$ cat src/logic/tsq_pkg.sv
// Package for the TMS path sequencer: TAP state codes and reset values
//------------------------------------------------------------
//------------------------------------------------------------
package tsq_pkg;

    localparam int STATE_W = 4;

    typedef enum logic [STATE_W-1:0] {
        tsq_reset_state,
        tsq_idle_state,
        tsq_select_data_scan_state,
        tsq_capture_dr_state,
        tsq_shift_dr_state,
        tsq_exit1_dr_state,
        tsq_pause_dr_state,
        tsq_exit2_dr_state,
        tsq_update_dr_state,
        tsq_select_instr_scan_state,
        tsq_capture_ir_state,
        tsq_shift_ir_state,
        tsq_exit1_ir_state,
        tsq_pause_ir_state,
        tsq_exit2_ir_state,
        tsq_update_ir_state
    } tsq_state_e;

    localparam tsq_state_e STATE_RESET_VAL = tsq_reset_state;
    localparam logic TMS_RESET_VAL = 1'b1;
    localparam logic SYNC_RESET_VAL = 1'b0;

endpackage

$ cat src/logic/tsq_tap_step.sv
// Next-state function of the standard sixteen-state TAP controller
`timescale 1ns/1ps
module tsq_tap_step (
    // Present state and sampled TMS
    input wire tsq_pkg::tsq_state_e cur_state,
    input wire logic tms,
    // Following state
    output tsq_pkg::tsq_state_e nxt_state
);
    import tsq_pkg::*;

    always_comb begin
        case (cur_state)
            tsq_reset_state: nxt_state = tms ? tsq_reset_state : tsq_idle_state;
            tsq_idle_state: nxt_state = tms ? tsq_select_data_scan_state : tsq_idle_state;
            tsq_select_data_scan_state: nxt_state = tms ? tsq_select_instr_scan_state : tsq_capture_dr_state;
            tsq_capture_dr_state: nxt_state = tms ? tsq_exit1_dr_state : tsq_shift_dr_state;
            tsq_shift_dr_state: nxt_state = tms ? tsq_exit1_dr_state : tsq_shift_dr_state;
            tsq_exit1_dr_state: nxt_state = tms ? tsq_update_dr_state : tsq_pause_dr_state;
            tsq_pause_dr_state: nxt_state = tms ? tsq_exit2_dr_state : tsq_pause_dr_state;
            tsq_exit2_dr_state: nxt_state = tms ? tsq_update_dr_state : tsq_shift_dr_state;
            tsq_update_dr_state: nxt_state = tms ? tsq_select_data_scan_state : tsq_idle_state;
            tsq_select_instr_scan_state: nxt_state = tms ? tsq_reset_state : tsq_capture_ir_state;
            tsq_capture_ir_state: nxt_state = tms ? tsq_exit1_ir_state : tsq_shift_ir_state;
            tsq_shift_ir_state: nxt_state = tms ? tsq_exit1_ir_state : tsq_shift_ir_state;
            tsq_exit1_ir_state: nxt_state = tms ? tsq_update_ir_state : tsq_pause_ir_state;
            tsq_pause_ir_state: nxt_state = tms ? tsq_exit2_ir_state : tsq_pause_ir_state;
            tsq_exit2_ir_state: nxt_state = tms ? tsq_update_ir_state : tsq_shift_ir_state;
            tsq_update_ir_state: nxt_state = tms ? tsq_select_data_scan_state : tsq_idle_state;
            default: nxt_state = tsq_reset_state;
        endcase
    end

endmodule

$ cat src/logic/tsq_path_sequencer.sv
// TMS path sequencer: walks the target TAP controllers to a requested end state
`timescale 1ns/1ps
module tsq_path_sequencer (
    // Clock and reset
    input wire logic core_clk,
    input wire logic sys_rst,
    // Test clock as seen on the link
    input wire logic tck,
    // End-state request from command logic
    input wire logic req_valid,
    input wire tsq_pkg::tsq_state_e req_end_state,
    // Scan buffer stall and clock mode
    input wire logic buf_stall,
    input wire logic gated_mode,
    // Link and status
    output logic tms,
    output logic [tsq_pkg::STATE_W-1:0] current_tap_state_field,
    output logic busy
);
    import tsq_pkg::*;

    //------------------------------------------------------------
    // TCK synchroniser and edge detect
    //------------------------------------------------------------
    logic tck_s1_ff;
    logic tck_s2_ff;
    logic tck_s3_ff;
    logic tck_fall;
    logic tck_rise;

    always_ff @(posedge core_clk) begin
        if (sys_rst) begin
            tck_s1_ff <= SYNC_RESET_VAL;
            tck_s2_ff <= SYNC_RESET_VAL;
            tck_s3_ff <= SYNC_RESET_VAL;
        end else begin
            tck_s1_ff <= tck;
            tck_s2_ff <= tck_s1_ff;
            tck_s3_ff <= tck_s2_ff;
        end
    end

    assign tck_fall = tck_s3_ff & ~tck_s2_ff;
    assign tck_rise = ~tck_s3_ff & tck_s2_ff;

    //------------------------------------------------------------
    // Requested end state and recapture flag
    //------------------------------------------------------------
    tsq_state_e end_state_ff;
    tsq_state_e state_ff;
    tsq_state_e nxt_state;
    tsq_state_e goal;
    logic leave_ff;
    logic tms_ff;
    logic nxt_tms;
    logic at_pause;

    assign at_pause = (state_ff == tsq_pause_dr_state) || (state_ff == tsq_pause_ir_state);

    always_ff @(posedge core_clk) begin
        if (sys_rst) begin
            end_state_ff <= STATE_RESET_VAL;
        end else if (req_valid) begin
            end_state_ff <= req_end_state;
        end
    end

    // Asking for the pause state already held forces a fresh capture pass
    always_ff @(posedge core_clk) begin
        if (sys_rst) begin
            leave_ff <= 1'b0;
        end else if (req_valid && req_end_state == state_ff && at_pause) begin
            leave_ff <= 1'b1;
        end else if (tck_rise && state_ff != nxt_state) begin
            leave_ff <= 1'b0;
        end
    end

    // Free-running stall parks the scan in the matching pause state
    always_comb begin
        goal = end_state_ff;
        if (buf_stall && !gated_mode && end_state_ff == tsq_shift_dr_state) begin
            goal = tsq_pause_dr_state;
        end else if (buf_stall && !gated_mode && end_state_ff == tsq_shift_ir_state) begin
            goal = tsq_pause_ir_state;
        end
    end

    //------------------------------------------------------------
    // Shortest-path TMS choice
    //------------------------------------------------------------
    always_comb begin
        case (state_ff)
            tsq_reset_state: nxt_tms = (goal == tsq_reset_state);
            tsq_idle_state: nxt_tms = (goal != tsq_idle_state);
            tsq_select_data_scan_state:
                nxt_tms = !(goal == tsq_shift_dr_state || goal == tsq_pause_dr_state);
            tsq_select_instr_scan_state:
                nxt_tms = !(goal == tsq_shift_ir_state || goal == tsq_pause_ir_state);
            tsq_capture_dr_state: nxt_tms = (goal != tsq_shift_dr_state);
            tsq_capture_ir_state: nxt_tms = (goal != tsq_shift_ir_state);
            tsq_shift_dr_state: nxt_tms = (goal != tsq_shift_dr_state);
            tsq_shift_ir_state: nxt_tms = (goal != tsq_shift_ir_state);
            tsq_exit1_dr_state: nxt_tms = (goal != tsq_pause_dr_state);
            tsq_exit1_ir_state: nxt_tms = (goal != tsq_pause_ir_state);
            tsq_pause_dr_state: nxt_tms = leave_ff || (goal != tsq_pause_dr_state);
            tsq_pause_ir_state: nxt_tms = leave_ff || (goal != tsq_pause_ir_state);
            tsq_exit2_dr_state: nxt_tms = (goal != tsq_shift_dr_state);
            tsq_exit2_ir_state: nxt_tms = (goal != tsq_shift_ir_state);
            tsq_update_dr_state: nxt_tms = (goal != tsq_idle_state);
            tsq_update_ir_state: nxt_tms = (goal != tsq_idle_state);
            default: nxt_tms = 1'b1;
        endcase
    end

    // TMS moves only on the falling test clock edge
    always_ff @(posedge core_clk) begin
        if (sys_rst) begin
            tms_ff <= TMS_RESET_VAL;
        end else if (tck_fall) begin
            tms_ff <= nxt_tms;
        end
    end

    //------------------------------------------------------------
    // Mirror of the target controllers
    //------------------------------------------------------------
    tsq_tap_step u_step (
        .cur_state(state_ff),
        .tms(tms_ff),
        .nxt_state(nxt_state)
    );

    always_ff @(posedge core_clk) begin
        if (sys_rst) begin
            state_ff <= STATE_RESET_VAL;
        end else if (tck_rise) begin
            state_ff <= nxt_state;
        end
    end

    assign tms = tms_ff;
    assign current_tap_state_field = state_ff;
    assign busy = leave_ff || (state_ff != goal);
endmodule

$ cat config.mk
export PLATFORM = sky130hd
export DESIGN_NAME = tsq_path_sequencer
export DESIGN_NICKNAME = d
export VERILOG_FILES = /design/src/logic/tsq_pkg.sv /design/src/logic/tsq_tap_step.sv /design/src/logic/tsq_path_sequencer.sv
export SDC_FILE = /design/constraint.sdc
export NUM_CORES = 1
export LEC_CHECK = 0
export BUFFER_PORTS_ARGS = -buffer_cell sky130_fd_sc_hd__buf_4
export CAP_MARGIN = 0
export CORE_MARGIN = 2
export CORE_UTILIZATION = 60
export DETAILED_ROUTE_END_ITERATION = 10
export PLACE_DENSITY = 0.83
export SLEW_MARGIN = 20
export SYNTH_ARGS = -nofsm -noshare
export SYNTH_HDL_FRONTEND = slang
export SYNTH_SLANG_ARGS = --single-unit
export TNS_END_PERCENT = 20
$ cat constraint.sdc
create_clock -name core_clk -period 5.4 [get_ports core_clk]
set_input_delay 0.27 -clock core_clk [delete_from_list [all_inputs] [get_ports core_clk]]
set_output_delay 0.27 -clock core_clk [all_outputs]
set_load 0.02 [all_outputs]
==> results of run 1 <==
==> worst reg2reg max path, cell delays in order (launching register included) <==
cell and delay, ns:
sky130_fd_sc_hd__dfxtp_1 0.81, sky130_fd_sc_hd__or4b_4 0.55, sky130_fd_sc_hd__o211ai_2 0.08, sky130_fd_sc_hd__mux2i_1 0.19, sky130_fd_sc_hd__a21oi_1 0.08, sky130_fd_sc_hd__o41a_1 0.41
==> Yosys cell counts, types with 2 or more instances <==
cell and count:
sky130_fd_sc_hd__a21oi_1 9, sky130_fd_sc_hd__a221oi_1 2, sky130_fd_sc_hd__a31oi_1 3, sky130_fd_sc_hd__buf_2 6, sky130_fd_sc_hd__buf_4 3, sky130_fd_sc_hd__clkbuf_1 4
sky130_fd_sc_hd__dfxtp_1 13, sky130_fd_sc_hd__inv_1 4, sky130_fd_sc_hd__mux2i_1 6, sky130_fd_sc_hd__nand2_1 11, sky130_fd_sc_hd__nand2b_1 7, sky130_fd_sc_hd__nand3_1 6
sky130_fd_sc_hd__nand4_1 2, sky130_fd_sc_hd__nor2_1 10, sky130_fd_sc_hd__nor2b_1 9, sky130_fd_sc_hd__nor3_1 3, sky130_fd_sc_hd__nor4_1 3, sky130_fd_sc_hd__o21ai_0 13
sky130_fd_sc_hd__o31ai_1 2, sky130_fd_sc_hd__xnor2_1 4, sky130_fd_sc_hd__xor2_1 5
==> stage by stage <==
step                      power (mW)  cell area, um^2   util
final                          0.210             1190  0.691
after floorplan                0.138             1100      -
after global placement         0.150             1170  0.675
after detailed placement       0.151             1170  0.675
after global routing           0.218             1190  0.691
after CTS                      0.212             1190  0.691
==> state kept, by name, indices dropped and copies added (netlist names) <==
name,cells
tck_s3_ff,1
tck_s1_ff,1
tms,1
leave_ff,1
tck_s2_ff,1
current_tap_state_field,4
end_state_ff,4
==> power by group <==
group          total [mW]  switching, mW  leakage, nW  internal (mW)
Sequential          0.108        0.00877        0.106         0.0993
Clock              0.0607         0.0320       0.0150         0.0287
Combinational      0.0417         0.0203        0.328         0.0214
Total               0.210         0.0611        0.449          0.149
==> final cells by class <==
| type | count | share of cell area |
|---|---|---|
| clock buffers | 4 | 0.0220 |
| well taps | 25 | 0.0262 |
| flip-flops and latches | 13 | 0.218 |
| repair buffers | 15 | 0.0944 |
| inverters | 4 | 0.0126 |
| multi-input cells | 116 | 0.626 |
==> cells by family after synthesis <==
kind of cell | Yosys count | synth area share
flops | 13 | 0.236
buf+inv | 18 | 0.0852
mux | 6 | 0.0545
simple gates | 60 | 0.305
compound gates | 41 | 0.248
xor+xnor | 9 | 0.0716
==> routing by layer <==
layer | vias to the layer above | track usage | wire length, um | part of all wire
li1 | 537 | - | - | -
met1 | 485 | 0.336 | 1170 | 0.47
met2 | 30 | 0.397 | 1160 | 0.46
met3 | 9 | 0.0346 | 97 | 0.039
met4 | 0 | 0.128 | 70 | 0.028
met5 | - | 0 | 0 | 0
==> worst min path at each step <==
| stage | from | to | slack (ns) | depth (start not counted) |
|---|---|---|---|---|
| global placement | tck_s1_ff | tck_s2_ff | 0.44 | 1 |
| CTS | tck | tck_s1_ff | 0.20 | 2 |
| finish | tck | tck_s1_ff | 0.20 | 2 |
| global route | tck | tck_s1_ff | 0.25 | 2 |
| detailed placement | tck_s1_ff | tck_s2_ff | 0.43 | 1 |
| floorplan | sys_rst | tck_s3_ff | 0.34 | 1 |
==> run summary, run 1 <==
==================================================================================================
Share of synthesized area occupied by flip-flops and latches                                 0.236
Number of levels the H-tree was split into                                                       1
Hold buffers post-CTS                                                                            0
Hold Crit Class                                                                          in -> reg
Count of warnings emitted by yosys                                                               0
Worst reg2reg path startpoint                                                         current_tap_state_field[3]
Global-route wire length before repair                                                     3910 um
Drt first pass iters                                                                             4
Max-capacitance violation count                                                                  0
DP HPWL                                                                                    1720 um
Top cell type's share of synthesized area                                                    0.236
Actual slew at the worst max-slew pin                                                     0.867 ns
Number of ports placed on the die boundary                                                      16
Clock buffer depth                                                                               2
Number of resized instances in the post-cts repair step                                          0
Setup violation total in the final timing report                                                 0
Area growth, synth to finish                                                                 8.30%
Placement row count                                                                             15
Mapped Area                                                                           0.00110 mm^2
Placed Cells incl. Taps                                                                        173
Routed wire length                                                                         2500 um
Hold violation count in the final report                                                         0
Critical path origin                                                                  current_tap_state_field[3]
Synthesized instance count                                                                     147
Endpoint arrival time on the critical path                                                 2.40 ns
Ys flop type                                                                          sky130_fd_sc_hd__dfxtp_1
ANT nets after route                                                                             0
Top area cells in the synthesized netlist                                             sky130_fd_sc_hd__dfxtp_1 24%, sky130_fd_sc_hd__o21ai_0 5.9%, sky130_fd_sc_hd__mux2i_1 5.5%
Reg-to-reg slack, setup                                                                    3.16 ns
Post-synthesis sequential element count                                                         13
Total global routing track utilization                                                       0.252
Cell Pwr Density                                                                       177 mW/mm^2
Synth cell types                                                                                43
Upper clock frequency limit                                                                447 MHz
Number of diodes added for antenna fixing                                                        0
Highest net fanout along the worst path                                                         23
First-iteration detailed-routing DRC count                                                      41
Clock Skew                                                                              0.00119 ns
Capture point of the worst reg-to-reg path                                                     tms
Family with the most delay on the worst path                                            flip-flops
Cell taking the most area after synthesis                                             sky130_fd_sc_hd__dfxtp_1
Net count of the finished layout                                                               163
CTS tree                                                                                       yes
Outcome                                                                               complete, no violations
Max-slew violation count                                                                         0
Shortest period the worst path allows                                                      2.24 ns
Delay of the slowest cell on the worst path                                                0.81 ns
Area of the multi-input gates                                                             747 um^2
Most frequent cells in the layout                                                     15 x sky130_fd_sc_hd__buf_4, 13 x sky130_fd_sc_hd__o21ai_0, 13 x sky130_fd_sc_hd__dfxtp_1
Die Height                                                                                 46.8 um
Clock sinks                                                                                     13
Routability congestion estimate from global placement                                        0.870
Slowest-stage cell, CP                                                                sky130_fd_sc_hd__dfxtp_1
Vias in the first global route                                                                 904
Post-layout instance count excluding filler cells                                              177
Pin count of the biggest net entering global routing                                            27
DRC errors left                                                                                  0
Type of the worst setup path                                                            reg -> reg
Overall die area                                                                      0.00219 mm^2
Initial core utilization                                                                     0.638
Buffer count from post-CTS setup fixing                                                          0
Crit path cell chain                                                                  or4b_4 > o211ai_2 > mux2i_1 > a21oi_1 > o41a_1
Worst vdd ir                                                                                161 uV
Setup repair after global routing missed its margin                                          false
Standby leakage power                                                                     0.449 nW
Headroom to the max-slew limit                                                               0.421
Period Utilization, post-route                                                               0.414
Syn_area_per_cell                                                                        7.49 um^2
Number of enable flip-flop cells after synthesis                                                 0
Fill count                                                                                     156
Kind of end point of the critical path                                                    register
Most common cell after layout, fill and taps aside                                    sky130_fd_sc_hd__buf_4
Via-per-instance ratio                                                                        5.99
Floorplan Core Area                                                                   0.00173 mm^2
Required time of the critical path                                                         5.57 ns
Number of cells traversed by the worst register-to-register path                                 5
Clock transition time at the flip-flop clock pins of the worst setup and hold paths        0.08 ns
Worst setup path endpoint                                                                      tms
Total grt overflow                                                                               0
Initial antenna violation count                                                                  0
Total Negative Setup Slacks                                                                   0 ns
Clock root cell                                                                       sky130_fd_sc_hd__clkbuf_4
Width of the die                                                                           46.8 um
Synthesized net count                                                                          157
Type of origin of the critical path                                                       register
Number of buffers inserted by port buffering                                                    15
Worst path depth                                                                                 5
Seq. cell area                                                                            260 um^2
Min setup slack post-route                                                                 3.16 ns
Pre-CTS setup slack                                                                        3.20 ns
Mean routed wirelength per cell                                                            14.1 um
Hold_ws                                                                                   0.205 ns
TritonCTS buffer count                                                                           3
Proportion of register bits with asynchronous set or reset after synthesis                       0
Via count of the routed design                                                                1061
Latest clock arrival within the worst-skew pair                                            0.28 ns
CP bufs+invs                                                                                     0
Share of final-layout standard cells stronger than drive strength 1                          0.158
==================================================================================================
Note: power is estimated with default switching activity, not from simulation.
==> inputs of run 2 (changes only) <==
--- a/config.mk
+++ b/config.mk
@@ -5,12 +5,13 @@
 export SDC_FILE = /design/constraint.sdc
 export NUM_CORES = 1
 export LEC_CHECK = 0
+export ABC_AREA = 1
 export BUFFER_PORTS_ARGS = -buffer_cell sky130_fd_sc_hd__buf_4
 export CAP_MARGIN = 0
 export CORE_MARGIN = 2
-export CORE_UTILIZATION = 60
+export CORE_UTILIZATION = 50
 export DETAILED_ROUTE_END_ITERATION = 10
-export PLACE_DENSITY = 0.83
+export PLACE_DENSITY = 0.74
 export SLEW_MARGIN = 20
 export SYNTH_ARGS = -nofsm -noshare
 export SYNTH_HDL_FRONTEND = slang
==> constraint.sdc (replaced) <==
create_clock -name core_clk -period 1.9 [get_ports core_clk]
set_input_delay 0.095 -clock core_clk [delete_from_list [all_inputs] [get_ports core_clk]]
set_output_delay 0.095 -clock core_clk [all_outputs]
set_load 0.02 [all_outputs]
==> run 2 against run 1 <==
Effect of this change:
- synthesized cell count is 21% higher
- via count is 16% higher
- design area is 3.0% higher
- critical path depth is 2 higher
- non-clock buffer count is 3 higher
- largest cell class unchanged
- highest routed layer unchanged
==> run summary, run 2 <==
==================================================================================================
Required time of the critical path                                                         1.80 ns
Hold_ws                                                                                 0.00506 ns
Mean routed wirelength per cell                                                            13.6 um
Clock buffer depth                                                                               2
Placement row count                                                                             16
Hold Crit Class                                                                          in -> reg
Post-layout instance count excluding filler cells                                              223
First-iteration detailed-routing DRC count                                                      70
Clock sinks                                                                                     13
Net count of the finished layout                                                               207
Type of the worst setup path                                                            reg -> out
Ys flop type                                                                          sky130_fd_sc_hd__dfxtp_1
Met2 global-route usage                                                                      0.453
Period Utilization, post-route                                                               0.905
Placed Cells incl. Taps                                                                        218
Routability congestion estimate from global placement                                        0.971
DP HPWL                                                                                    2310 um
Cell taking the most area after synthesis                                             sky130_fd_sc_hd__dfxtp_1
Count of warnings emitted by yosys                                                               0
Top area cells in the synthesized netlist                                             sky130_fd_sc_hd__dfxtp_1 25%, sky130_fd_sc_hd__nand2_1 17%, sky130_fd_sc_hd__inv_1 8.5%
Total global routing track utilization                                                       0.259
Highest net fanout along the worst path                                                          5
DRC errors left                                                                                  0
Simple-gate share of the synthesized area                                                    0.368
Setup violation total in the final timing report                                                 0
Overall Power                                                                             0.683 mW
Post-synthesis mux area share                                                                    0
Number of levels the H-tree was split into                                                       1
Crit path cell chain                                                                  nor2_2 > nand2_1 > o21ai_2 > nand2_2 > xor2_2 > o2111ai_1 > buf_4
Area growth, synth to finish                                                                 16.5%
Upper clock frequency limit                                                                582 MHz
Number of enable flip-flop cells after synthesis                                                 0
Standby leakage power                                                                     0.603 nW
Proportion of register bits with asynchronous set or reset after synthesis                       0
Clock root cell                                                                       sky130_fd_sc_hd__clkbuf_4
Xor/xnor cell area share of the yosys netlist                                               0.0249
Delay of the slowest cell on the worst path                                                0.36 ns
Via count of the routed design                                                                1231
Total grt overflow                                                                               0
Actual slew at the worst max-slew pin                                                     0.393 ns
Share of final-layout standard cells stronger than drive strength 1                          0.199
Floorplan Core Area                                                                   0.00198 mm^2
Post-route cell area                                                                  0.00123 mm^2
Synthesized instance count                                                                     178
ANT nets after route                                                                             0
Clock Skew                                                                               0.0121 ns
Overall die area                                                                      0.00249 mm^2
Main combinational cell family by area after synthesis                                simple AND/OR/NAND/NOR gates
Number of ports placed on the die boundary                                                      16
Cell Pwr Density                                                                       556 mW/mm^2
Pin count of the biggest net entering global routing                                            14
Synthesized net count                                                                          188
Shortest period the worst path allows                                                      1.72 ns
Width of the die                                                                           49.9 um
Via-per-instance ratio                                                                        5.52
Max-slew violation count                                                                         0
Endpoint arrival time on the critical path                                                 1.62 ns
Post-synthesis sequential element count                                                         13
Family with the most delay on the worst path                                            flip-flops
Share of synthesized area occupied by flip-flops and latches                                 0.247
Setup repair after global routing missed its margin                                          false
Die Height                                                                                 49.9 um
Number of diodes added for antenna fixing                                                        0
Worst vdd ir                                                                                391 uV
Drt first pass iters                                                                             5
Headroom to the max-slew limit                                                               0.738
Final Util                                                                                   0.620
Initial antenna violation count                                                                  0
Type of origin of the critical path                                                       register
Vias in the first global route                                                                1103
Clock transition time at the flip-flop clock pins of the worst setup and hold paths        0.09 ns
TritonCTS buffer count                                                                           3
Initial core utilization                                                                     0.532
Top cells by instance count after synthesis                                           47 x sky130_fd_sc_hd__nand2_1, 24 x sky130_fd_sc_hd__inv_1, 23 x sky130_fd_sc_hd__nor2_1, 13 x sky130_fd_sc_hd__a21oi_1, 13 x sky130_fd_sc_hd__dfxtp_1
Global-route wire length before repair                                                     4880 um
CTS tree                                                                                       yes
Min setup slack post-route                                                                0.181 ns
Total Negative Setup Slacks                                                                   0 ns
Max-capacitance violation count                                                                  0
Syn_area_per_cell                                                                        5.93 um^2
Pre-CTS setup slack                                                                       0.164 ns
CP bufs+invs                                                                                     1
Most common cell after layout, fill and taps aside                                    sky130_fd_sc_hd__nand2_1
Cell area reported after detailed placement                                           0.00117 mm^2
Top cell type's share of synthesized area                                                    0.247
Routed wire length                                                                         3020 um
Kind of end point of the critical path                                                  output pin
Most used routing layer                                                                       met2
Most repeated cell in the gate-level netlist after synthesis                          sky130_fd_sc_hd__nand2_1
Outcome                                                                               complete, no violations
Adder and majority cell fraction of the synthesized area                                         0
Latest clock arrival within the worst-skew pair                                            0.29 ns
Most frequent cells in the layout                                                     46 x sky130_fd_sc_hd__nand2_1, 24 x sky130_fd_sc_hd__inv_1, 22 x sky130_fd_sc_hd__nor2_1
Hold violation count in the final report                                                         0
Complex-gate fraction of the synthesized area                                                0.208
Number of buffers inserted by port buffering                                                    15
Global routing met3 resource utilization                                                    0.0455
Met1 layer usage reported by global route                                                    0.320
Synth cell types                                                                                27
Slowest-stage cell, CP                                                                sky130_fd_sc_hd__dfxtp_1
Mapped Area                                                                           0.00105 mm^2
==================================================================================================
-- run 2: routing by layer --
| layer | wire (um) | vias up |
|---|---|---|
| met5 | 0 | - |
| met4 | 83 | 0 |
| met3 | 261 | 11 |
| met2 | 1400 | 70 |
| met1 | 1280 | 537 |
| li1 | - | 613 |
-- run 2: cell families (layout without fill, tap and decap cells) --
family / after synthesis / in the layout
simple gates: 91 / 91
compound gates: 37 / 37
buf+inv: 34 / 52
flops: 13 / 13
xor+xnor: 3 / 3
-- run 2: worst paths after layout --
kind,slack [ns],cells after the start,end,startpoint
setup / recovery,0.18,7,busy,end_state_ff[3]
hold / removal,0.005,3,tck_s1_ff,tck
setup reg to reg,0.19,11,tms,current_tap_state_field[0]
hold reg to reg,0.42,2,tck_s2_ff,tck_s1_ff
-- run 2: worst min-delay path, cell delays in order --
cell and delay [ns]:
sky130_fd_sc_hd__buf_4 0.08, sky130_fd_sc_hd__inv_1 0.03, sky130_fd_sc_hd__nor2_1 0.06
-- run 2: report_power, final --
part / internal (mW) / total (mW) / switching (mW) / leakage [nW]
sequential: 0.287 / 0.311 / 0.0241 / 0.108
combinational: 0.0783 / 0.195 / 0.116 / 0.480
clock: 0.0816 / 0.178 / 0.0962 / 0.0150
total: 0.446 / 0.683 / 0.237 / 0.603
-- run 2: area by class of cell --
class,instances,area [um^2]
inverters,30,120
clock buffers,4,26.3
well taps,27,33.8
multi-input cells,131,649
fillers,210,753
flip-flops and latches,13,264
repair buffers,18,135
-- run 2: repair_timing --
action                                  in CTS  in global routing
gates resized for setup                      0                  8
endpoints found under the setup margin       0                  3
hold endpoints to repair                     0                  0
hold buffers                                 0                  0
setup buffers                                0                  1
